### src/rtl/ppifc_pkg.sv
/*
 shared constants and types for the four-generator pwm block.
 assumes byte addresses on an ahb-lite bus, one 32-bit word per register.
*/
package ppifc_pkg;
    localparam int NUM_GEN = 4;
    localparam int NUM_OUT = 8;
    // block index in haddr[8:6]: 0 module, 1..4 generators 0..3
    localparam logic [2:0] MOD_BLK = 3'h0;
    localparam logic [5:0] OFF_CTRL = 6'h00;
    localparam logic [5:0] OFF_MIEN = 6'h04;
    localparam logic [5:0] OFF_MRIS = 6'h08;
    localparam logic [5:0] OFF_MMIS = 6'h0C;
    localparam logic [5:0] OFF_SUPP = 6'h10;
    localparam logic [5:0] OFF_FLVL = 6'h14;
    localparam logic [5:0] OFF_SENSE = 6'h18;
    localparam logic [5:0] OFF_GCTL = 6'h00;
    localparam logic [5:0] OFF_PERIOD = 6'h04;
    localparam logic [5:0] OFF_CMPA = 6'h08;
    localparam logic [5:0] OFF_CMPB = 6'h0C;
    localparam logic [5:0] OFF_GIEN = 6'h10;
    localparam logic [5:0] OFF_GRIS = 6'h14;
    localparam logic [5:0] OFF_GMIS = 6'h18;
    localparam logic [5:0] OFF_COUNT = 6'h1C;
    // ctrl bits 3:0 run generators, bit 4 extended fault handling
    localparam int CTRL_EXT_BIT = 4;
    localparam int TRIG_LSB = 8;
    localparam int FSRC_LSB = 4;
    localparam logic [3:0] FAULT_SRC_RST = 4'h1;
    localparam logic [3:0] FAULT_SRC_LEGACY = 4'h1;

    typedef enum logic [1:0] {BUS_IDLE, BUS_WR, BUS_RD_WAIT, BUS_RD_DONE} ppifc_bus_e;

    typedef struct packed {
        logic [3:0] fault_src;
        logic updown;
    } ppifc_gcfg_s;

    typedef struct packed {
        logic cmpb_falling_count;
        logic cmpb_rising_count;
        logic cmpa_falling_count;
        logic cmpa_rising_count;
        logic counter_load;
        logic counter_zero;
    } ppifc_evt_s;
endpackage

### src/rtl/ppifc_pwm.sv
/*
 four-generator pwm block: counters, buffered period and compare, event
 interrupts and triggers, module interrupt status, fault suppression.
 assumes one 50 MHz clock, synchronous active-high reset, an ahb-lite master
 doing single word transfers, and fault inputs synchronous to the clock.
*/
// Register access over AHB-Lite and the address map are this design's own decisions.
`timescale 1ns/1ns
`default_nettype none
// Operation
// [RL1] per-generator enable bits unmask six interrupt and six trigger events
// [RL2] period is the tick count between successive counter-zero pulses
// [RL3] period writes stay pending; reads return the programmed value
// [RL4] a second write before the update replaces the pending value
// [RL5] module interrupt enable: one bit per generator and per fault input
// [RL6] raw and masked status exist for the module and each generator
// [RL7] suppressed outputs go inactive while their generator is faulted
// [RL8] unsuppressed outputs keep their waveform during a fault
// [RL9] without extended fault handling a suppressed output is driven low
// [RL10] with extended handling the fault-level bit picks high or low
// [RL11] fault-level bit matters only when suppression is selected
// [RL12] writing one to a generator status bit clears it; zero keeps it
// [RL13] pending period and compare updates apply when the counter hits zero
// [RL14] generator fault is OR of enabled, sense-adjusted inputs; default input 0
// [RL15] interrupt output is high while any module masked status bit is set
module ppifc_pwm #(
    parameter int PERIOD_W = 16
) (
    input wire logic mclk_in,
    input wire logic sys_rst_in,
    input wire logic hsel_in,
    input wire logic [31:0] haddr_in,
    input wire logic [1:0] htrans_in,
    input wire logic hwrite_in,
    input wire logic [2:0] hsize_in,
    input wire logic [31:0] hwdata_in,
    input wire logic hready_in,
    output logic [31:0] hrdata_out,
    output logic hreadyout_out,
    output logic hresp_out,
    input wire logic [3:0] fault_in,
    output logic [7:0] pwm_out,
    output logic [3:0] trig_out,
    output logic irq_out
);
    ppifc_pkg::ppifc_bus_e bus_q, bus_d;
    logic [8:0] addr_q, addr_d;
    logic [31:0] rdata_q, rdata_d, rd_mux;
    logic [4:0] ctrl_q, ctrl_d;
    logic [7:0] mien_q, mien_d, mris_q, mris_d, supp_q, supp_d, flvl_q, flvl_d;
    logic [3:0] sense_q, sense_d;
    ppifc_pkg::ppifc_gcfg_s [3:0] gcfg_q, gcfg_d;
    logic [3:0][PERIOD_W-1:0] cnt_q, cnt_d, per_q, per_d, perp_q, perp_d, top;
    logic [3:0][PERIOD_W-1:0] cmpa_q, cmpa_d, cmpap_q, cmpap_d;
    logic [3:0][PERIOD_W-1:0] cmpb_q, cmpb_d, cmpbp_q, cmpbp_d;
    logic [3:0] dn_q, dn_d, upd_q, upd_d, trig_q, trig_d;
    logic [3:0][13:0] gien_q, gien_d;
    logic [3:0][5:0] gris_q, gris_d;
    ppifc_pkg::ppifc_evt_s [3:0] ev;
    logic [7:0] pwm_q, pwm_d;
    logic irq_q, irq_d;
    logic wr_now, ext;
    logic [2:0] blk;
    logic [5:0] off;
    logic [1:0] gi;
    logic [3:0] fault_adj, gfault, wgen;
    logic wmod;

    assign blk = addr_q[8:6];
    assign off = addr_q[5:0];
    assign gi = 2'(blk - 3'h1);
    assign wr_now = bus_q == ppifc_pkg::BUS_WR;
    assign wmod = wr_now && blk == ppifc_pkg::MOD_BLK;
    assign ext = ctrl_q[ppifc_pkg::CTRL_EXT_BIT];
    assign fault_adj = fault_in ^ sense_q;
    assign hrdata_out = rdata_q;
    // reads take one wait state so a write just before is already visible
    assign hreadyout_out = bus_q != ppifc_pkg::BUS_RD_WAIT;
    assign hresp_out = 1'b0;
    assign pwm_out = pwm_q;
    assign trig_out = trig_q;
    assign irq_out = irq_q;

    always_comb begin
        for (int g = 0; g < 4; g++) begin
            wgen[g] = wr_now && blk == 3'(g + 1);
            // legacy mode listens to fault input zero only
            gfault[g] = |((ext ? gcfg_q[g].fault_src : ppifc_pkg::FAULT_SRC_LEGACY)
                & fault_adj); // see [RL14]
        end
    end

    always_comb begin
        rd_mux = '0;
        if (blk == ppifc_pkg::MOD_BLK) begin
            case (off)
                ppifc_pkg::OFF_CTRL: rd_mux = 32'(ctrl_q);
                ppifc_pkg::OFF_MIEN: rd_mux = 32'(mien_q);
                ppifc_pkg::OFF_MRIS: rd_mux = 32'(mris_q); // see [RL6]
                ppifc_pkg::OFF_MMIS: rd_mux = 32'(mris_q & mien_q); // see [RL6]
                ppifc_pkg::OFF_SUPP: rd_mux = 32'(supp_q);
                ppifc_pkg::OFF_FLVL: rd_mux = 32'(flvl_q);
                ppifc_pkg::OFF_SENSE: rd_mux = 32'(sense_q);
                default: rd_mux = '0;
            endcase
        end else if (blk <= 3'h4) begin
            case (off)
                ppifc_pkg::OFF_GCTL: rd_mux = 32'(gcfg_q[gi]);
                ppifc_pkg::OFF_PERIOD: rd_mux = 32'(perp_q[gi]); // see [RL3]
                ppifc_pkg::OFF_CMPA: rd_mux = 32'(cmpap_q[gi]);
                ppifc_pkg::OFF_CMPB: rd_mux = 32'(cmpbp_q[gi]);
                ppifc_pkg::OFF_GIEN: rd_mux = 32'(gien_q[gi]);
                ppifc_pkg::OFF_GRIS: rd_mux = 32'(gris_q[gi]); // see [RL6]
                ppifc_pkg::OFF_GMIS: rd_mux = 32'(gris_q[gi] & gien_q[gi][5:0]);
                ppifc_pkg::OFF_COUNT: rd_mux = 32'(cnt_q[gi]);
                default: rd_mux = '0;
            endcase
        end
    end

    always_comb begin
        bus_d = bus_q;
        addr_d = addr_q;
        rdata_d = rdata_q;
        if (bus_q == ppifc_pkg::BUS_RD_WAIT) begin
            rdata_d = rd_mux;
            bus_d = ppifc_pkg::BUS_RD_DONE;
        end else if (hsel_in && htrans_in[1] && hready_in) begin
            addr_d = haddr_in[8:0];
            bus_d = hwrite_in ? ppifc_pkg::BUS_WR : ppifc_pkg::BUS_RD_WAIT;
        end else begin
            bus_d = ppifc_pkg::BUS_IDLE;
        end
    end

    always_ff @(posedge mclk_in) begin
        if (sys_rst_in) begin
            bus_q <= ppifc_pkg::BUS_IDLE;
            addr_q <= '0;
            rdata_q <= '0;
        end else begin
            bus_q <= bus_d;
            addr_q <= addr_d;
            rdata_q <= rdata_d;
        end
    end

    always_comb begin
        ctrl_d = ctrl_q;
        mien_d = mien_q;
        supp_d = supp_q;
        flvl_d = flvl_q;
        sense_d = sense_q;
        gcfg_d = gcfg_q;
        cnt_d = cnt_q;
        dn_d = dn_q;
        per_d = per_q;
        perp_d = perp_q;
        cmpa_d = cmpa_q;
        cmpap_d = cmpap_q;
        cmpb_d = cmpb_q;
        cmpbp_d = cmpbp_q;
        upd_d = upd_q;
        gien_d = gien_q;
        gris_d = gris_q;
        trig_d = '0;
        mris_d = mris_q;
        pwm_d = '0;
        if (wmod) begin
            case (off)
                ppifc_pkg::OFF_CTRL: ctrl_d = hwdata_in[4:0];
                ppifc_pkg::OFF_MIEN: mien_d = hwdata_in[7:0]; // see [RL5]
                ppifc_pkg::OFF_SUPP: supp_d = hwdata_in[7:0];
                ppifc_pkg::OFF_FLVL: flvl_d = hwdata_in[7:0];
                ppifc_pkg::OFF_SENSE: sense_d = hwdata_in[3:0];
                default: ;
            endcase
        end
        for (int g = 0; g < 4; g++) begin
            top[g] = gcfg_q[g].updown ? (per_q[g] >> 1) : PERIOD_W'(per_q[g] - 1'b1);
            ev[g] = '0;
            if (ctrl_q[g]) begin
                ev[g].counter_zero = cnt_q[g] == '0; // see [RL2]
                ev[g].counter_load = cnt_q[g] == top[g];
                ev[g].cmpa_rising_count = cnt_q[g] == cmpa_q[g] && !dn_q[g];
                ev[g].cmpa_falling_count = cnt_q[g] == cmpa_q[g] && dn_q[g];
                ev[g].cmpb_rising_count = cnt_q[g] == cmpb_q[g] && !dn_q[g];
                ev[g].cmpb_falling_count = cnt_q[g] == cmpb_q[g] && dn_q[g];
            end
            // a stopped counter sits at zero, so updates land at once
            if (!ctrl_q[g]) begin
                cnt_d[g] = '0;
                dn_d[g] = 1'b0;
            end else if (gcfg_q[g].updown) begin
                if (dn_q[g]) begin
                    if (cnt_q[g] == '0) begin
                        dn_d[g] = 1'b0;
                        cnt_d[g] = PERIOD_W'(top[g] != '0);
                    end else begin
                        cnt_d[g] = PERIOD_W'(cnt_q[g] - 1'b1);
                    end
                end else if (cnt_q[g] >= top[g]) begin
                    dn_d[g] = 1'b1;
                    cnt_d[g] = PERIOD_W'(cnt_q[g] - PERIOD_W'(cnt_q[g] != '0));
                end else begin
                    cnt_d[g] = PERIOD_W'(cnt_q[g] + 1'b1);
                end
            end else begin
                dn_d[g] = 1'b1;
                if (cnt_q[g] != '0) begin
                    cnt_d[g] = PERIOD_W'(cnt_q[g] - 1'b1);
                end else if (upd_q[g]) begin
                    cnt_d[g] = PERIOD_W'(perp_q[g] - 1'b1); // see [RL2]
                end else begin
                    cnt_d[g] = top[g];
                end
            end
            if (upd_q[g] && (ev[g].counter_zero || !ctrl_q[g])) begin
                per_d[g] = perp_q[g]; // see [RL13]
                cmpa_d[g] = cmpap_q[g];
                cmpb_d[g] = cmpbp_q[g];
                upd_d[g] = 1'b0;
            end
            if (wgen[g]) begin
                case (off)
                    ppifc_pkg::OFF_GCTL: gcfg_d[g] = hwdata_in[4:0];
                    ppifc_pkg::OFF_PERIOD: begin
                        // later write overwrites the pending value
                        perp_d[g] = hwdata_in[PERIOD_W-1:0]; // see [RL3] see [RL4]
                        upd_d[g] = 1'b1;
                    end
                    ppifc_pkg::OFF_CMPA: begin
                        cmpap_d[g] = hwdata_in[PERIOD_W-1:0]; // see [RL13]
                        upd_d[g] = 1'b1;
                    end
                    ppifc_pkg::OFF_CMPB: begin
                        cmpbp_d[g] = hwdata_in[PERIOD_W-1:0];
                        upd_d[g] = 1'b1;
                    end
                    ppifc_pkg::OFF_GIEN: gien_d[g] = hwdata_in[13:0]; // see [RL1]
                    ppifc_pkg::OFF_GRIS, ppifc_pkg::OFF_GMIS:
                        gris_d[g] = gris_q[g] & ~hwdata_in[5:0]; // see [RL12]
                    default: ;
                endcase
            end
            // a new event wins over a clear in the same cycle
            gris_d[g] = gris_d[g] | ev[g];
            trig_d[g] = |(ev[g] & gien_q[g][ppifc_pkg::TRIG_LSB +: 6]); // see [RL1]
            mris_d[g] = |(gris_q[g] & gien_q[g][5:0]); // see [RL6]
            if (wmod && (off == ppifc_pkg::OFF_MRIS || off == ppifc_pkg::OFF_MMIS)) begin
                mris_d[g + 4] = mris_q[g + 4] & ~hwdata_in[g + 4];
            end
            mris_d[g + 4] = mris_d[g + 4] | fault_adj[g];
        end
        for (int i = 0; i < 8; i++) begin
            pwm_d[i] = ctrl_q[i / 2] && cnt_q[i / 2] < (i % 2 == 1 ? cmpb_q[i / 2] :
                cmpa_q[i / 2]); // see [RL8]
            if (gfault[i / 2] && supp_q[i]) begin
                // level bit only counts with extended handling on
                pwm_d[i] = ext && flvl_q[i]; // see [RL7] see [RL9] see [RL10] see [RL11]
            end
        end
        irq_d = |(mris_d & mien_d); // see [RL15]
    end

    always_ff @(posedge mclk_in) begin
        if (sys_rst_in) begin
            ctrl_q <= '0;
            mien_q <= '0;
            supp_q <= '0;
            flvl_q <= '0;
            sense_q <= '0;
            for (int g = 0; g < 4; g++) begin
                gcfg_q[g] <= '{fault_src: ppifc_pkg::FAULT_SRC_RST, updown: 1'b0};
            end
            cnt_q <= '0;
            dn_q <= '0;
            per_q <= '0;
            perp_q <= '0;
            cmpa_q <= '0;
            cmpap_q <= '0;
            cmpb_q <= '0;
            cmpbp_q <= '0;
            upd_q <= '0;
            gien_q <= '0;
            gris_q <= '0;
            trig_q <= '0;
            mris_q <= '0;
            pwm_q <= '0;
            irq_q <= 1'b0;
        end else begin
            ctrl_q <= ctrl_d;
            mien_q <= mien_d;
            supp_q <= supp_d;
            flvl_q <= flvl_d;
            sense_q <= sense_d;
            gcfg_q <= gcfg_d;
            cnt_q <= cnt_d;
            dn_q <= dn_d;
            per_q <= per_d;
            perp_q <= perp_d;
            cmpa_q <= cmpa_d;
            cmpap_q <= cmpap_d;
            cmpb_q <= cmpb_d;
            cmpbp_q <= cmpbp_d;
            upd_q <= upd_d;
            gien_q <= gien_d;
            gris_q <= gris_d;
            trig_q <= trig_d;
            mris_q <= mris_d;
            pwm_q <= pwm_d;
            irq_q <= irq_d;
        end
    end
endmodule // ppifc_pwm
`default_nettype wire

### config.mk
export PLATFORM = sky130hd
export DESIGN_NAME = ppifc_pwm
export DESIGN_NICKNAME = d
export VERILOG_FILES = /design/src/rtl/ppifc_pkg.sv /design/src/rtl/ppifc_pwm.sv
export SDC_FILE = /design/constraint.sdc
export NUM_CORES = 2
export LEC_CHECK = 0
export ABC_AREA = 1
export BUFFER_PORTS_ARGS = -buffer_cell sky130_fd_sc_hd__buf_2
export CAP_MARGIN = 0
export CELL_PAD_IN_SITES_DETAIL_PLACEMENT = 0
export CELL_PAD_IN_SITES_GLOBAL_PLACEMENT = 1
export CORE_MARGIN = 4
export CORE_UTILIZATION = 50
export DETAILED_ROUTE_END_ITERATION = 12
export PLACE_DENSITY = 0.9
export SYNTH_ARGS = -nofsm -noshare
export SYNTH_HDL_FRONTEND = slang
export SYNTH_SLANG_ARGS = --single-unit
### constraint.sdc
create_clock -name mclk_in -period 10.3 [get_ports mclk_in]
set_input_delay 2.06 -clock mclk_in [delete_from_list [all_inputs] [get_ports mclk_in]]
set_output_delay 2.06 -clock mclk_in [all_outputs]
set_load 0.005 [all_outputs]
* Word-level counts from Yosys, hierarchy flattened
Cells that the tools add are included.
** Word-level totals
- Register bits :: 653
- Input port bits :: 78
- Output and inout port bits :: 47
- Word-level logic and storage cells :: 394
** Operators by class
- $add $sub $neg :: 21
- Order comparisons :: 14
- Equal/unequal tests :: 26
- Muxes and demuxes :: 107
- Bitwise gates (word level) :: 42
- Reduce and logical (&&, ||, !) cells :: 123
** Operators by type and width (number)
- two-way mux 16 bit :: 33
- == test 16 bit :: 12
- subtractor 16 x 1 -> 16 bit, second input constant :: 12
- binary-select mux 16 bit (select 2 bit) :: 4
- < comparator 16 bit :: 8
- case mux 16 bit (8 select lines) :: 1
- nonzero test 16 bit :: 8
- AND 6 bit :: 13
- two-way mux 6 bit :: 13
- adder 16 x 1 -> 16 bit, second input constant :: 4
- >= comparator 16 bit :: 4
- logical NOT 16 bit :: 4
- subtractor 16 x 1 -> 16 bit :: 4
- case mux 8 bit (7 select lines) :: 1
- logical AND 1 bit :: 52
- AND reduction 2 bit :: 25
- OR reduction 6 bit :: 8
- two-way mux 1 bit :: 40
- two-way mux 32 bit :: 1
- binary-select mux 14 bit (select 2 bit) :: 1
- == test 6 x 5 -> 1 bit, second input constant :: 4
- bitwise OR 6 bit :: 4
- AND 4 bit :: 4
- AND 8 bit :: 2
- 31 further kinds :: 71

* Longest topological paths before layout
- Depth in word-level cells :: 9
- Mapped depth :: 32
- Gate-level depth less buffers :: 32

* Least setup slack after synthesis
OpenSTA, ideal clock, no wires.
- Path type :: reg-to-reg
- From :: register gcfg_q[0] (netlist name)
- To :: register cnt_q[10] (netlist name)
- Library setup time :: 128 ps
- Data arrival time :: 4171 ps
- Data required time :: 10172 ps
- Slack :: 6002 ps
- Stages on the path, launching flop included :: 28
- Path buffers :: 3
- Period minus slack after synthesis :: 4298 ps
- Cell sequence :: dfxtp_1 -> inv_1 -> clkbuf_1 -> clkbuf_1 -> clkbuf_1 -> a21boi_0 -> ha_1 -> nand2_1 -> nor2_1 -> nand2_1 -> nor2_1 -> nor2_1 -> and2_1 -> nand2_1 -> nand2_1 -> ha_1 -> inv_1 -> fa_1 -> nand2_1 -> nand2_1 -> o21ai_0 -> o21ai_0 -> a21o_1 -> a21oi_1 -> o21ai_0 -> o21ai_0 -> nor2_1 -> nor2_1
** On the way
- Word-level cells in the longest chain between the ends :: 5
- Elaborated cells on any way between the ends :: 7
- Classes of those cells :: order compare: 1; mux: 6
** Ends and longest elaborated chain
- start, declared :: RTL line ppifc_pwm.sv:52 : ppifc_pkg::ppifc_gcfg_s [3:0] gcfg_q, gcfg_d;
- start signal, assigned by index :: RTL line ppifc_pwm.sv:274 : gcfg_q[g] <= '{fault_src: ppifc_pkg::FAULT_SRC_RST, updown: 1'b0};
- start signal, assigned :: RTL line ppifc_pwm.sv:297 : gcfg_q <= gcfg_d;
- two-way mux 16 bit :: RTL line ppifc_pwm.sv:180 : top[g] = gcfg_q[g].updown ? (per_q[g] >> 1) : PERIOD_W'(per_q[g] - 1'b1);
- >= comparator 16 bit :: RTL line ppifc_pwm.sv:202 : end else if (cnt_q[g] >= top[g]) begin
- two-way mux 16 bit :: RTL line ppifc_pwm.sv:202
- two-way mux 16 bit :: RTL line ppifc_pwm.sv:195 : if (dn_q[g]) begin
- two-way mux 16 bit (*) :: RTL line ppifc_pwm.sv:194 : end else if (gcfg_q[g].updown) begin
- end signal, assigned :: RTL line ppifc_pwm.sv:298 : cnt_q <= cnt_d;
- end, declared :: RTL line ppifc_pwm.sv:53 : logic [3:0][PERIOD_W-1:0] cnt_q, cnt_d, per_q, per_d, perp_q, perp_d, top;
Mark *: on every way between the ends. The rest lies on a longest branch, timed or not.
A chain may end at the register's enable or synchronous reset.

* Worst setup path after layout
- From :: register gcfg_q[15] (netlist name)
- To :: register cnt_q[56] (netlist name)
The elaborated chain is that of the path after synthesis.

==> run summary <==
DR DRC count: 0
Post-CTS Setup Bufs: 0
Min-Delay Path Depth: 2
Endpoint type of the worst setup path: flop
First-pass GRT wire length: 239000 µm
R2R Setup Slk: 4.14 ns
Fmax achieved: 162 MHz
Layout Nets: 6053
Gr ovfl total: 0
Final period util: 59.8%
Critical path data arrival time: 6.65 ns
Synth Area per Inst: 6.79 µm²
Worst-margin pin slew: 1.24 ns
Ys async rst share: 0%
PortBufs: 64
MaxCap Viol Count: 0
Post-DP HPWL: 118000 µm
Worst EP required: 10.79 ns
Total power: 5.90 mW
Worst Reg-to-Reg Cells: 23
GRT Util Overall: 37.8%
Max_slew headroom: 17.4%
RD Place Congestion: 0.995
Via/cell ratio: 6.11
Top cells by area, synth: dfxtp_1 32%, o21ai_0 10%, a21oi_1 10%
DRT iter0 DRCs: 5313
Setup Skew: 0.0288 ns
Via count: 41600
Sequential area share after synthesis: 32.4%
Vias in the first global route: 37800
Io pins: 125
Worst hold path type: reg -> reg
#FFs+latches synth: 637
Synth warn: 0
TritonCTS Buffers: 74
Clock root buffer: clkbuf_16
Crit start category: flop
Post-synth EDFFs: 0
Die area: 0.0833 mm²
Non-filler instance count after layout: 6808
Largest fanout on the critical path: 33
Synthesized instance count: 5799
Maximum buffer depth of the clock tree: 3
CTS tree: done
Final hold vios: 0
Leak: 18.5 nW
Tmin final: 6.16 ns
Reg clk slew, reported paths: 0.06 ns
Die H: 289 µm
Post-synth cell types: 61
Post_cts resized: 0
Layout cells sized above 1: 5.85%
Pre-antenna DRT Iters: 7
Post-Syn Area: 0.0394 mm²
Pin count of the biggest net entering global routing: 254
Clk_lat worst skew: 0.65 ns
Initial antenna violation count: 12
Peak VDD IR: 132 µV
Cts hold-fix bufs: 0
Initial Util: 50.7%
Inst Count DP: 6663
Filler instances: 7732
PD cells: 138 mW/mm²
Status: finished, final reports clean
Dominant synthesized flop cell: dfxtp_1
Area share of the largest cell type after synthesis: 32.4%
Crit Path Class: reg -> reg
Most frequent cells after synthesis: 831 x nand2_1, 800 x o21ai_0, 798 x a21oi_1
Final wirelength: 162000 µm
Wire per inst: 23.8 µm
Core area: 0.0777 mm²
Setup TNS: 0 ns
Register Area: 0.0128 mm²
Count of clock tree sinks: 637
Yosys top cell by area: dfxtp_1
Multi-input gate area: 0.0230 mm²
Top-count cell post-synth: nand2_1
Final-report setup violation count: 0
Number of slew-limit violations in the final report: 0
Chip Width: 289 µm
Post-route ant nets: 0
Area delta synth->final: 8.11%
H-tree levels: 3
Hold Slack: 0.459 ns
RSZ-0062 raised after global routing: no
Num rows: 102
Core Util, Final: 54.8%
-- sequential cells by signal, indices dropped and copies added (netlist names), 24 cells and up --
register,cells
cmpa_q,64
cmpap_q,64
cmpb_q,64
cmpbp_q,64
cnt_q,64
gien_q,56
gris_q,24
per_q,64
perp_q,64
-- cell usage in the layout, fill, tap and decap left out, types with 11 or more instances in the layout --
cell type,count
clkbuf_8,17
nor2_2,25
nor2_1,582
o22ai_1,52
nand3b_1,11
clkbuf_1,14
dfxtp_1,636
o21ai_0,800
a31oi_1,24
nand3_1,286
a221oi_1,17
xnor2_1,19
nor3_1,38
nor2_4,14
inv_2,31
inv_1,604
o211ai_1,33
or2_2,15
nand4_1,65
nand2_1,831
buf_4,44
o221ai_1,27
ha_1,271
nor4_1,23
a21oi_1,798
o21bai_1,16
buf_2,63
diode_2,12
clkbuf_16,75
a211oi_1,53
xor2_1,36
conb_1,17
o31ai_1,36
a21o_1,11
o21ai_1,41
-- logic make-up (layout without fill, tap and decap cells) --
logic type / after synthesis / in the layout / share of synthesized area, %
adder cells (fa/ha/maj): 276 / 276 / 8.84
flip-flops: 637 / 637 / 32.4
AO/OA/AOI/OAI: 1967 / 1967 / 27.1
XOR/XNOR: 55 / 55 / 1.22
AND/OR/NAND/NOR: 1921 / 1921 / 20.9
buffers and inverters: 942 / 883 / 9.54
other: 1 / 29 / 0.00952
-- power by group --
group / internal, mW / switching, mW / leakage, nW / total [mW]
combinational: 0.166 / 0.495 / 12.2 / 0.661
sequential: 2.48 / 0.0257 / 5.13 / 2.50
clock: 1.59 / 1.14 / 1.21 / 2.74
-- through the flow --
step	area, µm²	worst slack (ns)
5_1_grt	42600	3.59
4_1_cts	42600	4.34
2_1_floorplan	39500	6.00
3_3_place_gp	40100	4.44
3_5_place_dp	40100	4.40
6_report	42600	4.14
-- metal layers --
layer	global-route usage, %	wire length, µm
met5	0	45
met4	19.9	9750
met3	9.36	18900
met2	56.0	67100
met1	51.0	66100
-- layout make-up --
cell class                      instances  share of cell area [%]
Multi-Input combinational cell       4236                    53.9
Sequential cell                       637                    30.0
Inverter                              643                    5.70
Timing Repair Buffer                  107                    1.52
Tap cell                             1040                    3.06
Clock buffer                          106                    5.08
Antenna cell                           12                  0.0705
Clock inverter                         27                   0.737
-- path summary, 6_finish.rpt --
kind	start	end
hold reg to reg	cmpb_q[31]$_SDFFE_PP0P_	cmpb_q[31]$_SDFFE_PP0P_
hold / removal	cmpb_q[31]$_SDFFE_PP0P_	cmpb_q[31]$_SDFFE_PP0P_
setup reg to reg	gcfg_q[15]$_SDFFE_PP0P_	cnt_q[56]$_SDFF_PP0_
setup / recovery	gcfg_q[15]$_SDFFE_PP0P_	cnt_q[56]$_SDFF_PP0_
-- worst max-delay path, cell delays in order (launching register included) --
cell and delay [ns]:
dfxtp_1 0.86, inv_2 0.50, o21ai_0 0.66, ha_1 0.37
a21oi_1 0.17, o21a_1 0.12, o21ai_0 0.08, nand2_1 0.09
nand3_1 0.58, nand2_1 0.23, ha_1 0.18, inv_1 0.06
fa_1 0.39, nand2_1 0.10, nand3_1 0.06, o21ai_0 0.15
o21ai_0 0.30, nand3_1 0.14, nand2_1 0.06, or2_2 0.27
nand3_1 0.08, o21ai_0 0.25, a31oi_1 0.24, nor2_1 0.05
(Power assumes the default switching activity.)
